File: config.mk
export PLATFORM = sky130hd
export DESIGN_NAME = crf_core
export DESIGN_NICKNAME = d
export VERILOG_FILES = /design/src/crf_pkg.sv /design/src/crf_core.sv
export SDC_FILE = /design/constraint.sdc
export NUM_CORES = 1
export LEC_CHECK = 0
export BUFFER_PORTS_ARGS = -buffer_cell sky130_fd_sc_hd__buf_2
export CAP_MARGIN = 20
export CORE_MARGIN = 4
export CORE_UTILIZATION = 60
export DETAILED_ROUTE_END_ITERATION = 10
export PLACE_DENSITY = 0.83
export SETUP_SLACK_MARGIN = 0.02
export SLEW_MARGIN = 25
export SYNTH_ARGS = -nofsm -noshare
export SYNTH_HDL_FRONTEND = slang
export SYNTH_SLANG_ARGS = --single-unit
export TNS_END_PERCENT = 100
File: constraint.sdc
create_clock -name core_clk -period 10.8 [get_ports core_clk]
set_clock_uncertainty 0.15 [all_clocks]
set_input_delay 0.54 -clock core_clk [delete_from_list [all_inputs] [get_ports core_clk]]
set_output_delay 0.54 -clock core_clk [all_outputs]
set_load 0.05 [all_outputs]
File: src/crf_pkg.sv
// package: register indices, status bit layout, constants and carrier structs
package crf_pkg;

    // ---------------
    // register file geometry
    // ---------------
    localparam int unsigned NUM_REGS    = 16;
    localparam int unsigned DATA_W      = 16;
    localparam int unsigned IDX_W       = 4;

    // dedicated register indices
    localparam logic [3:0] IDX_PROGRAM_COUNTER = 4'h0;
    localparam logic [3:0] IDX_STACK_POINTER   = 4'h1;
    localparam logic [3:0] IDX_STATUS_FLAGS    = 4'h2;
    localparam logic [3:0] IDX_CONST_B         = 4'h3;

    // ---------------
    // status flag bit positions
    // ---------------
    localparam int unsigned SF_CARRY      = 0;
    localparam int unsigned SF_ZERO       = 1;
    localparam int unsigned SF_NEGATIVE   = 2;
    localparam int unsigned SF_IRQ_EN     = 3;
    localparam int unsigned SF_CORE_HALT  = 4;
    localparam int unsigned SF_XTAL_OFF   = 5;
    localparam int unsigned SF_BIAS_OFF   = 6;
    localparam int unsigned SF_SUBCLK_OFF = 7;
    localparam int unsigned SF_OVERFLOW   = 8;
    localparam logic [15:0] SF_IMPL_MASK  = 16'h01FF;

    // sign bit positions for word and byte results
    localparam int unsigned WORD_MSB = 15;
    localparam int unsigned BYTE_MSB = 7;

    // ---------------
    // reset values and constants
    // ---------------
    localparam logic [15:0] RESET_WORD   = 16'h0000;
    localparam logic [15:0] LOW_BYTE_MSK = 16'h00FF;
    localparam logic [15:0] EVEN_MASK    = 16'hFFFE;
    localparam logic [15:0] STACK_STEP   = 16'h0002;

    // source mode codes
    localparam logic [1:0] SM_REGISTER = 2'b00;
    localparam logic [1:0] SM_INDEXED  = 2'b01;
    localparam logic [1:0] SM_INDIRECT = 2'b10;
    localparam logic [1:0] SM_AUTOINC  = 2'b11;

    // generated constants
    localparam logic [15:0] CONST_ZERO = 16'h0000;
    localparam logic [15:0] CONST_ONE  = 16'h0001;
    localparam logic [15:0] CONST_TWO  = 16'h0002;
    localparam logic [15:0] CONST_FOUR = 16'h0004;
    localparam logic [15:0] CONST_EIGHT = 16'h0008;
    localparam logic [15:0] CONST_ALL1 = 16'hFFFF;

    // ---------------
    // APB register map (byte addresses)
    // ---------------
    localparam logic [7:0] APB_REG_BASE  = 8'h00; // 0x00..0x3C: registers 0..15
    localparam logic [7:0] APB_CTRL      = 8'h40; // bit0 halt-debug freeze
    localparam logic [7:0] APB_CLKSTAT   = 8'h44; // low power control outputs
    localparam logic [7:0] APB_CLKUSE    = 8'h48; // oscillator usage inputs
    localparam logic [31:0] APB_ZERO     = 32'h0000_0000;

    // ---------------
    // carrier structs
    // ---------------
    // source operand read request from the decoder
    typedef struct packed {
        logic [3:0] idx;
        logic [1:0] mode;
        logic       byte_op;
    } crf_src_req_s;

    // destination write from the datapath
    typedef struct packed {
        logic        en;
        logic [3:0]  idx;
        logic        byte_op;
        logic [15:0] data;
    } crf_wr_s;

    // flag update from the ALU
    typedef struct packed {
        logic        en;
        logic        byte_op;
        logic        is_sub;   // subtract, subtract with carry, compare
        logic        arith;    // add/sub class: overflow is computed
        logic [15:0] op_a;     // source operand
        logic [15:0] op_b;     // destination operand
        logic [15:0] result;
        logic        carry;
    } crf_flag_upd_s;

    // stack and program counter control
    typedef struct packed {
        logic        push;     // predecrement
        logic        pop;      // postincrement
        logic        pop_sp;   // pop into stack pointer itself
        logic [15:0] pop_data;
        logic        pc_adv;
        logic [1:0]  pc_words; // 1, 2 or 3 words
        logic        irq_entry;
    } crf_seq_s;

    // low power control outputs
    typedef struct packed {
        logic core_halt;
        logic sub_clock_off;
        logic dco_bias_off;
        logic crystal_off;
        logic irq_enable;
    } crf_power_s;

endpackage

File: src/crf_core.sv
// register file: program counter, stack pointer, status flags, constants
//
// The APB slave port and the address map were chosen for this implementation.
`timescale 1ns/1ns

// Contract
// - sixteen 16-bit registers, four dedicated
// - program counter advances by two, four, six
// - program counter always even address
// - program counter write causes branch
// - stack pointer predecrement push, postincrement pop
// - stack pointer even, software initialised
// - pop into stack pointer loads stored value
// - status flags only register mode word
// - add overflow from operand and result signs
// - subtract overflow from operand and result signs
// - sub clock off bit stops subsystem clock
// - bias off stops generator unless used
// - crystal off stops crystal unless used
// - core halt bit stops execution
// - interrupt enable gates maskable interrupts
// - negative flag from bit 15 or 7
// - zero flag set on zero result
// - carry flag follows operation carry
// - register 2 modes give 0, 4, 8
// - register 3 modes give 0, 1, 2, all-ones
// - constants need no extra fetch
// - constant registers are source only
// - byte write clears upper byte
// - interrupt entry clears halt, subclock, crystal bits
module crf_core
    import crf_pkg::*;
(
    input  wire logic          core_clk,        // core clock
    input  wire logic          rst_b,           // async reset, active low
    // apb slave
    input  wire logic          psel,            // select
    input  wire logic          penable,         // access phase
    input  wire logic          pwrite,          // write direction
    input  wire logic [7:0]    paddr,           // byte address
    input  wire logic [31:0]   pwdata,          // write data
    output logic               pready,          // ready
    output logic [31:0]        prdata,          // read data
    output logic               pslverr,         // error on unmapped address
    // datapath ports
    input  wire crf_src_req_s  src_req,         // source read request
    output logic [15:0]        src_data,        // source operand
    input  wire logic [3:0]    dst_rd_idx,      // destination read index
    output logic [15:0]        dst_data,        // destination operand
    input  wire crf_wr_s       wr,              // destination write
    input  wire crf_flag_upd_s flag_upd,        // flag update
    input  wire crf_seq_s      seq,             // stack and counter control
    input  wire logic          irq_pending,     // maskable interrupt request
    input  wire logic          dco_in_use,      // oscillator sources main/sub clock
    input  wire logic          lfxt_in_use,     // crystal sources main/sub clock
    output logic [15:0]        program_counter, // fetch address
    output logic [15:0]        stack_pointer,   // stack pointer
    output logic [15:0]        status_flags,    // status word
    output logic               branch_taken,    // pulse on counter write
    output logic               irq_accept,      // maskable interrupt allowed
    output crf_power_s         power            // low power controls
);

    // ---------------
    // reset synchroniser
    // ---------------
    logic rst_meta_q;   // first stage
    logic rst_sync_q;   // released reset, active high when run
    logic rst_n;        // internal active-low reset

    // two flops release the reset on the clock
    always_ff @(posedge core_clk or negedge rst_b)
    begin
        if (!rst_b)
        begin
            rst_meta_q <= 1'b0;
            rst_sync_q <= 1'b0;
        end
        else
        begin
            rst_meta_q <= 1'b1;
            rst_sync_q <= rst_meta_q;
        end
    end
    assign rst_n = rst_sync_q;

    // ---------------
    // storage
    // ---------------
    // sixteen word storage
    logic [15:0] regs_q [NUM_REGS];   // index 0..15, 3 unused as storage
    logic        halt_freeze_q;       // apb control: freeze datapath writes
    logic        branch_q;            // registered branch pulse

    // apb decode helpers
    logic        apb_wr;              // write takes effect
    logic        apb_rd;              // read access phase
    logic        apb_reg_hit;         // address in register window
    logic [3:0]  apb_idx;             // register index from address
    logic        core_wr_en;          // datapath write allowed

    assign apb_wr      = psel && penable && pwrite;
    assign apb_rd      = psel && penable && !pwrite;
    assign apb_reg_hit = (paddr < APB_CTRL) && (paddr[1:0] == 2'b00);
    assign apb_idx     = paddr[5:2];
    assign core_wr_en  = wr.en && !halt_freeze_q;

    // ---------------
    // functions
    // ---------------
    // sign bit of a result at byte or word width
    function automatic logic sign_of(input logic [15:0] v, input logic byte_op);
        sign_of = byte_op ? v[BYTE_MSB] : v[WORD_MSB];
    endfunction

    // stored value of a write: byte writes clear the upper byte
    function automatic logic [15:0] width_fit(input logic [15:0] v, input logic byte_op);
        width_fit = byte_op ? (v & LOW_BYTE_MSK) : v;
    endfunction

    // ---------------
    // general working registers 4..15
    // ---------------
    genvar gi;
    generate
        for (gi = 4; gi < NUM_REGS; gi++)
        begin : g_work
            // datapath write or apb write
            always_ff @(posedge core_clk or negedge rst_n)
            begin
                if (!rst_n)
                    regs_q[gi] <= RESET_WORD;
                else if (core_wr_en && wr.idx == IDX_W'(gi))
                    regs_q[gi] <= width_fit(wr.data, wr.byte_op);
                else if (apb_wr && apb_reg_hit && apb_idx == IDX_W'(gi))
                    regs_q[gi] <= pwdata[15:0];
            end
        end
    endgenerate

    // ---------------
    // program counter
    // ---------------
    logic [15:0] pc_step;   // instruction length in bytes

    assign pc_step = {13'h0000, seq.pc_words, 1'b0};

    // counter: write branches, else advance
    always_ff @(posedge core_clk or negedge rst_n)
    begin
        if (!rst_n)
        begin
            regs_q[IDX_PROGRAM_COUNTER] <= RESET_WORD;
            branch_q                    <= 1'b0;
        end
        else
        begin
            branch_q <= 1'b0;
            if (core_wr_en && wr.idx == IDX_PROGRAM_COUNTER)
            begin
                regs_q[IDX_PROGRAM_COUNTER] <= width_fit(wr.data, wr.byte_op) & EVEN_MASK;
                branch_q                    <= 1'b1;
            end
            else if (apb_wr && apb_reg_hit && apb_idx == IDX_PROGRAM_COUNTER)
            begin
                regs_q[IDX_PROGRAM_COUNTER] <= pwdata[15:0] & EVEN_MASK;
                branch_q                    <= 1'b1;
            end
            else if (seq.pc_adv && !power.core_halt)
                regs_q[IDX_PROGRAM_COUNTER] <= (regs_q[IDX_PROGRAM_COUNTER] + pc_step)
                                               & EVEN_MASK;
        end
    end

    // ---------------
    // stack pointer
    // ---------------
    // push predecrements, pop postincrements, writes load
    always_ff @(posedge core_clk or negedge rst_n)
    begin
        if (!rst_n)
            regs_q[IDX_STACK_POINTER] <= RESET_WORD;
        else if (seq.pop_sp)
            regs_q[IDX_STACK_POINTER] <= seq.pop_data & EVEN_MASK;
        else if (core_wr_en && wr.idx == IDX_STACK_POINTER)
            regs_q[IDX_STACK_POINTER] <= width_fit(wr.data, wr.byte_op) & EVEN_MASK;
        else if (apb_wr && apb_reg_hit && apb_idx == IDX_STACK_POINTER)
            regs_q[IDX_STACK_POINTER] <= pwdata[15:0] & EVEN_MASK;
        else if (seq.push)
            regs_q[IDX_STACK_POINTER] <= (regs_q[IDX_STACK_POINTER] - STACK_STEP) & EVEN_MASK;
        else if (seq.pop)
            regs_q[IDX_STACK_POINTER] <= (regs_q[IDX_STACK_POINTER] + STACK_STEP) & EVEN_MASK;
    end

    // ---------------
    // status flags
    // ---------------
    logic sa;        // sign of source operand
    logic sb;        // sign of destination operand
    logic sres;      // sign of result
    logic ovf;       // computed overflow
    logic res_zero;  // result is zero at its width

    assign sa = sign_of(flag_upd.op_a, flag_upd.byte_op);
    assign sb = sign_of(flag_upd.op_b, flag_upd.byte_op);
    assign sres = sign_of(flag_upd.result, flag_upd.byte_op);
    assign res_zero = flag_upd.byte_op ? (flag_upd.result[BYTE_MSB:0] == 8'h00)
                                       : (flag_upd.result == RESET_WORD);

    // overflow by operation class
    always_comb
    begin
        if (flag_upd.is_sub)
            ovf = (sb != sa) && (sres != sb);
        else
            ovf = (sa == sb) && (sres != sa);
    end

    // status register: writes, alu update, interrupt entry
    always_ff @(posedge core_clk or negedge rst_n)
    begin
        if (!rst_n)
            regs_q[IDX_STATUS_FLAGS] <= RESET_WORD;
        else if (core_wr_en && wr.idx == IDX_STATUS_FLAGS && !wr.byte_op)
            regs_q[IDX_STATUS_FLAGS] <= wr.data & SF_IMPL_MASK;
        else if (apb_wr && apb_reg_hit && apb_idx == IDX_STATUS_FLAGS)
            regs_q[IDX_STATUS_FLAGS] <= pwdata[15:0] & SF_IMPL_MASK;
        else
        begin
            // wake and alu flags touch disjoint bits: both apply
            if (seq.irq_entry)
            begin
                regs_q[IDX_STATUS_FLAGS][SF_CORE_HALT]  <= 1'b0;
                regs_q[IDX_STATUS_FLAGS][SF_SUBCLK_OFF] <= 1'b0;
                regs_q[IDX_STATUS_FLAGS][SF_XTAL_OFF]   <= 1'b0;
            end
            if (flag_upd.en)
            begin
                regs_q[IDX_STATUS_FLAGS][SF_CARRY]    <= flag_upd.carry;
                regs_q[IDX_STATUS_FLAGS][SF_ZERO]     <= res_zero;
                regs_q[IDX_STATUS_FLAGS][SF_NEGATIVE] <= sres;
                regs_q[IDX_STATUS_FLAGS][SF_OVERFLOW] <= flag_upd.arith & ovf;
            end
        end
    end

    // register 3 holds no state
    // source only constant
    assign regs_q[IDX_CONST_B] = RESET_WORD;

    // ---------------
    // source and destination read
    // ---------------
    // source mux with constant generation, same cycle, no fetch
    always_comb
    begin
        src_data = regs_q[src_req.idx];
        if (src_req.idx == IDX_STATUS_FLAGS)
        begin
            unique case (src_req.mode)
                SM_REGISTER: src_data = regs_q[IDX_STATUS_FLAGS];
                SM_INDEXED:  src_data = CONST_ZERO;
                SM_INDIRECT: src_data = CONST_FOUR;
                SM_AUTOINC:  src_data = CONST_EIGHT;
            endcase
        end
        else if (src_req.idx == IDX_CONST_B)
        begin
            unique case (src_req.mode)
                SM_REGISTER: src_data = CONST_ZERO;
                SM_INDEXED:  src_data = CONST_ONE;
                SM_INDIRECT: src_data = CONST_TWO;
                SM_AUTOINC:  src_data = CONST_ALL1;
            endcase
        end
    end

    assign dst_data = regs_q[dst_rd_idx];

    // ---------------
    // low power and interrupt outputs
    // ---------------
    // halt stops core
    assign power.core_halt     = regs_q[IDX_STATUS_FLAGS][SF_CORE_HALT];
    assign power.sub_clock_off = regs_q[IDX_STATUS_FLAGS][SF_SUBCLK_OFF];
    assign power.dco_bias_off  = regs_q[IDX_STATUS_FLAGS][SF_BIAS_OFF] && !dco_in_use;
    assign power.crystal_off   = regs_q[IDX_STATUS_FLAGS][SF_XTAL_OFF] && !lfxt_in_use;
    assign power.irq_enable    = regs_q[IDX_STATUS_FLAGS][SF_IRQ_EN];
    assign irq_accept          = irq_pending && regs_q[IDX_STATUS_FLAGS][SF_IRQ_EN];

    assign program_counter = regs_q[IDX_PROGRAM_COUNTER];
    assign stack_pointer   = regs_q[IDX_STACK_POINTER];
    assign status_flags    = regs_q[IDX_STATUS_FLAGS];
    assign branch_taken    = branch_q;

    // ---------------
    // apb slave
    // ---------------
    // debug freeze control
    always_ff @(posedge core_clk or negedge rst_n)
    begin
        if (!rst_n)
            halt_freeze_q <= 1'b0;
        else if (apb_wr && paddr == APB_CTRL)
            halt_freeze_q <= pwdata[0];
    end

    // zero wait states; read data combinational from register state and the oscillator usage inputs
    assign pready  = 1'b1;
    assign pslverr = psel && penable && !(apb_reg_hit || paddr == APB_CTRL
                     || paddr == APB_CLKSTAT || paddr == APB_CLKUSE);

    // read mux
    always_comb
    begin
        prdata = APB_ZERO;
        if (apb_rd)
        begin
            if (apb_reg_hit)
                prdata = {16'h0000, regs_q[apb_idx]};
            else if (paddr == APB_CTRL)
                prdata = {31'h0000_0000, halt_freeze_q};
            else if (paddr == APB_CLKSTAT)
                prdata = {27'h000_0000, power};
            else if (paddr == APB_CLKUSE)
                prdata = {30'h0000_0000, lfxt_in_use, dco_in_use};
        end
    end

endmodule

* Word level (Yosys, flattened, before mapping)
Cells that the tools add are included.
W data, S select, Z words.
** Storage, ports and cells
- Memory bits (read-only) :: 0
- Flip-flop bits (word level) :: 244
- Output and inout bits :: 121
- Memories :: 0
- Logic and storage cells :: 219
- RAM bits :: 0
- Latch bits :: 0
** Cells by class
- $add $sub $neg :: 3
- Reduce and logical (&&, ||, !) cells :: 78
- Eq/ne operators :: 40
- Multiply operators :: 0
- Bitwise logic cells :: 4
- Magnitude comparators :: 4
- Shifts and indexed selects :: 0
- Mux-type cells :: 69
- Div/mod/pow operators :: 0
** Operators by type and width (count)
- $mux W16 :: 44
- $bmux W16 S4 :: 3
- $pmux W16 S4 :: 2
- $eq A4 B4 Y1 const B :: 16
- $logic_and A1 B1 Y1 :: 45
- $eq A4 B3 Y1 const B :: 8
- $reduce_bool A2 Y1 :: 13
- $eq A8 B7 Y1 const B :: 3
- $add A16 B2 Y16 const B :: 1
- $add A16 B3 Y16 :: 1
- $eq A4 B2 Y1 const B :: 4
- $logic_not A16 Y1 :: 1
- $sub A16 B2 Y16 const B :: 1
- $ge A5 B5 Y1 const B :: 3
- $not A4 Y5 :: 3
- $mux W1 :: 11
- $mux W5 :: 2
- $reduce_bool A3 Y1 :: 3
- $eq A4 B1 Y1 const B :: 2
- $logic_not A4 Y1 :: 2
- $logic_not A8 Y1 :: 1
- $lt A8 B7 Y1 const B :: 1
- $mux W2 :: 4
- $logic_not A1 Y1 :: 7
- 10 further kinds :: 17

* Depth between registers and ports, before layout
- Depth after elaboration :: 8
- Mapped depth :: 9
- Mapped depth without buffers :: 8

* Least setup slack after synthesis
Ideal clock, no wire load.
- Path kind :: in2out
- Start point :: in dst_rd_idx[0]
- End point :: out dst_data[11]
- Data arrival time :: 3.007 ns
- Stages on the path :: 5
- Required time :: 10.110 ns
- Path slack :: 7.103 ns
- Cells stage by stage :: buf_2 buf_2 buf_2 mux2i_1 o41ai_1
** On the way
- Longest elaborated chain between the ends :: 4
** Ends and longest elaborated chain
- start, declared :: line crf_core.sv:48 : input wire logic [3:0] dst_rd_idx,
- $not A4 Y5 (implied by the code) :: line crf_core.sv:278 : assign dst_data = regs_q[dst_rd_idx];
- $bmux W16 S4 :: line crf_core.sv:278
- $mux W16 (implied by the code) (2 in a row) :: line crf_core.sv:278
- end, declared :: line crf_core.sv:49 : output logic [15:0] dst_data,
Every way passes these cells. The select of a mux whose other input is x is not followed.

* Worst setup path after layout
- Start point :: in paddr[3]
- End point :: out prdata[2]
** On the way
- Longest elaborated chain between the ends :: 6
** Ends and longest elaborated chain
- start, declared :: line crf_core.sv:40 : input wire logic [7:0] paddr,
- $not A4 Y5 (implied by the code) :: line crf_core.sv:320 : prdata = {16'h0000, regs_q[apb_idx]};
- $bmux W16 S4 :: line crf_core.sv:320
- $mux W16 (implied by the code) (2 in a row) :: line crf_core.sv:320
- $mux W16 * :: line crf_core.sv:319 : if (apb_reg_hit)
- $mux W16 * :: line crf_core.sv:317 : if (apb_rd)
- end, declared :: line crf_core.sv:43 : output logic [31:0] prdata,
Mark *: on every way between the ends. The rest lies on a longest branch, timed or not. The select of a mux whose other input is x is not followed.

==> flow_metrics.py <==
metrics = {
    "status": {
        "outcome": "finished clean",
    },
    "clock_tree": {
        "cts.clk_slew.worst_paths_ns": 0.07,
        "cts_tree": "built",
        "root_buffer": "clkbuf_16",
        "post_cts_resize_count": 0,
        "insertion_delay_ns": 0.56,
        "cts_inserted_buffers": 27,
        "cts_buffer_depth": 3,
        "cts.sinks": 235,
        "cts_max_level": 1,
    },
    "logic_synthesis": {
        "synth_area_leaders": "dfrtp_1, mux4_2, mux2i_1, a21oi_1, nor2_1",
        "synth_top_cell_area_share_pct": 30.7,
        "synth_xor_area_share_pct": 1.10,
        "syn_area_mm2": 0.0192,
        "seq_area_frac_synth_pct": 30.7,
        "synthAdderAreaFrac_pct": 1.19,
        "ys.flop_type": "dfrtp_1",
        "synth.avg_cell_area_um2": 9.51,
        "synth_top_family_by_area": "multiplexers",
        "syn-instance-count": 2014,
        "synthSimpleGateAreaFrac_pct": 13.3,
        "yosys_warnings": 0,
        "synthDistinctLibCells": 80,
        "synth.most_common_cell": "dfrtp_1",
        "ys_top_cells_by_count": "dfrtp_1, nor2_1, a21oi_1, mux2i_1, nand2_1",
        "synthMuxAreaShare_pct": 29.6,
        "synth_edf_count": 0,
        "synth-compound-area-share_pct": 16.5,
        "synth_async_sr_flop_share_pct": 100,
        "yosysTopAreaCell": "dfrtp_1",
        "synth-seq-cells": 235,
    },
    "detailed_routing": {
        "dr.pass1.iters": 9,
        "wl_met1_um": 23000,
        "vias": 18200,
        "ant_nets": 0,
        "drt-total-wl_um": 69700,
        "wl_per_cell_um": 28.1,
        "drc": 0,
        "drtIter0Drc": 2622,
        "via_per_inst": 7.35,
        "met3_wirelength_um": 11200,
        "dr.max_layer_used": "met5",
        "routed-wl-met2_um": 30400,
    },
    "placed_design": {
        "io_buffers": 205,
        "globalplace.congestion": 1.00,
        "place_hpwl_um": 44700,
    },
    "power": {
        "p_leak_nw": 8.82,
        "vdd_drop_max_mv": 0.131,
        "power_per_cell_area_mw_per_mm2": 184,
        "p_clk_share_pct": 25.1,
        "power.share.switching_pct": 40.9,
        "switching_power_mw": 1.56,
        "power_frac_comb_pct": 38.9,
        "total_power_mw": 3.81,
        "p_int_mw": 2.25,
        "pwr-share-seq_pct": 36.0,
    },
    "worst_setup_path": {
        "critPathLaunchType": "input port",
        "required_ns": 10.11,
        "timing.critical_path.buf_inv": 4,
        "worstPathMaxFanout": 34,
        "crit_chain": "buf_2 > buf_4 > nor2b_1 > buf_4 > nand2_1 > o21ai_0 > mux4_2 > a22oi_1 > nor2_1 > buf_2",
        "cp.arrival_ns": 4.05,
        "crit_type": "in -> out",
        "cp-end-kind": "output pin",
        "cp_slowest_cell": "nor2b_1",
        "slowest_delay_ns": 0.77,
        "cp_top_family": "buffers and inverters",
    },
    "floorplanning": {
        "die_w_um": 187,
        "coreArea_mm2": 0.0316,
        "ios": 278,
        "die_h_um": 187,
        "placementRows": 65,
        "dieArea_mm2": 0.0349,
        "start_util_pct": 60.7,
    },
    "sta": {
        "setup_tns_ns": 0,
        "rsz0062_at_grt": "no",
        "hold_viol": 0,
        "maxSlewViolCount": 0,
        "fmax_mhz": 211,
        "tightest_slew_ns": 1.14,
        "slew_headroom_pct": 24.1,
        "min_period_ns": 4.74,
        "setup-violations-final": 0,
        "fin_crit_sh_pct": 43.9,
    },
    "layout": {
        "layout-drive-gt1-share_pct": 24.1,
        "area_growth_pct": 7.78,
        "finalNetCount": 2230,
        "final_util_pct": 65.4,
        "fillers": 2411,
        "diodes": 0,
    },
    "global_routing": {
        "track_usage_pct": 38.7,
        "grt-ovfl-total": 0,
        "grt_pass1_vias": 18100,
        "grt_start_max_net_pins": 159,
        "antenna_found_initial": 1,
        "grt_pass1_wl_um": 106000,
    },
    "hold_path": {
        "hold_path_class": "in -> reg",
    },
    "flow_run": {
        "max-cap-violations": 0,
    },
}
cell usage in the layout (no fill, tap or decap), types with 8 or more instances in the layout:
| cell type | netlist | layout |
|---|---|---|
| a211o_1 | 9 | 9 |
| a211oi_1 | 12 | 12 |
| a21o_1 | 10 | 10 |
| a21oi_1 | 223 | 223 |
| a21oi_2 | 14 | 14 |
| a22oi_1 | 29 | 28 |
| a31oi_1 | 9 | 8 |
| and3_1 | 10 | 10 |
| buf_2 | 60 | 202 |
| buf_4 | 80 | 38 |
| clkbuf_16 | 0 | 27 |
| conb_1 | 2 | 27 |
| dfrtp_1 | 235 | 234 |
| ha_1 | 15 | 15 |
| mux2_2 | 23 | 23 |
| mux2i_1 | 206 | 206 |
| mux4_2 | 149 | 149 |
| nand2_1 | 196 | 196 |
| nand2b_1 | 15 | 15 |
| nand3_1 | 19 | 19 |
| nor2_1 | 231 | 231 |
| nor2b_1 | 32 | 30 |
| nor3_1 | 10 | 10 |
| o211ai_1 | 10 | 10 |
| o21ai_0 | 145 | 145 |
| o21ai_1 | 9 | 9 |
| xnor2_1 | 10 | 10 |
| xor2_1 | 14 | 14 |
power by group through the flow:
stage	clock (mW)	combinational [mW]	sequential, mW
after floorplan	0	1.21	1.26
after global placement	0	1.39	1.34
after detailed placement	0	1.43	1.36
after CTS	0.955	1.45	1.35
after global routing	0.991	1.57	1.39
final	0.956	1.48	1.37
area by class of cell:
type / instances / area, µm² / area share, %
Clock buffer: 35 / 756 / 3.66
Clock inverter: 12 / 146 / 0.709
Inverter: 7 / 26.3 / 0.127
Multi-Input combinational cell: 1541 / 12000 / 58.0
Sequential cell: 235 / 5880 / 28.5
Tap cell: 402 / 503 / 2.44
Timing Repair Buffer: 244 / 1360 / 6.57
metal layers:
metal,up-vias,global-route usage (%)
met5,-,0
met3,452,14.2
li1,7418,-
met1,8584,48.0
met2,1736,58.1
met4,2,23.5
sequential cells by signal, summed over array words and instances, names as in the netlist:
name / flops
branch_taken: 1
halt_freeze_q: 1
program_counter: 15
regs_q: 192
rst_meta_q: 1
rst_n: 1
stack_pointer: 15
status_flags: 9
repair_timing:
action | CTS | global route
setup buffers | 0 | 0
endpoints found under the hold margin | 2 | 0
hold buffers | 1 | 0
final timing paths:
check / end / start / cells past startpoint / slack (ns)
max: prdata[2] / paddr[3] / 10 / 6.06
min: stack_pointer[6]$_DFFE_PN0P_ / seq[10] / 3 / 0.07
max reg2reg: regs_q[71]$_DFFE_PN0P_ / halt_freeze_q$_DFFE_PN0P_ / 6 / 7.97
min reg2reg: regs_q[13]$_DFFE_PN0P_ / rst_n$_DFF_PN0_ / 0 / 0.16
max in group asynchronous: halt_freeze_q$_DFFE_PN0P_ / rst_n$_DFF_PN0_ / 1 / 9.08
min in group asynchronous: rst_meta_q$_DFF_PN0_ / rst_b / 2 / 0.15
kinds of logic after synthesis:
kind of cell / after synthesis
and+or+nand+nor: 564
AOI/OAI and AO/OA: 531
muxes: 378
buffers and inverters: 263
DFF: 235
xor gates and xnor gates: 24
adders and majority gates: 17
other: 2
stage by stage:
| stage | setup WS [ns] | area (µm²) | hold slack (ns) | std cells |
|---|---|---|---|---|
| 2_1_floorplan | 3.62 | 19300 | 0.0944 | 2039 |
| 3_3_place_gp | 6.19 | 19700 | 0.181 | 2427 |
| 3_5_place_dp | 6.25 | 19700 | 0.183 | 2427 |
| 4_1_cts | 6.25 | 20600 | 0.0683 | 2475 |
| 5_1_grt | 5.93 | 20700 | 0.0928 | 2476 |
| 6_report | 6.06 | 20700 | 0.0714 | 2476 |
worst register-to-register path, cell delays in order, from the launching register on:
cell and delay [ns]:
dfrtp_1 0.44, nand4b_1 0.41, nor2b_2 0.20, buf_4 0.42, a31o_2 0.76, nor2_1 0.17
a21oi_1 0.20
No activity file was read; power rests on OpenSTA's default activity.
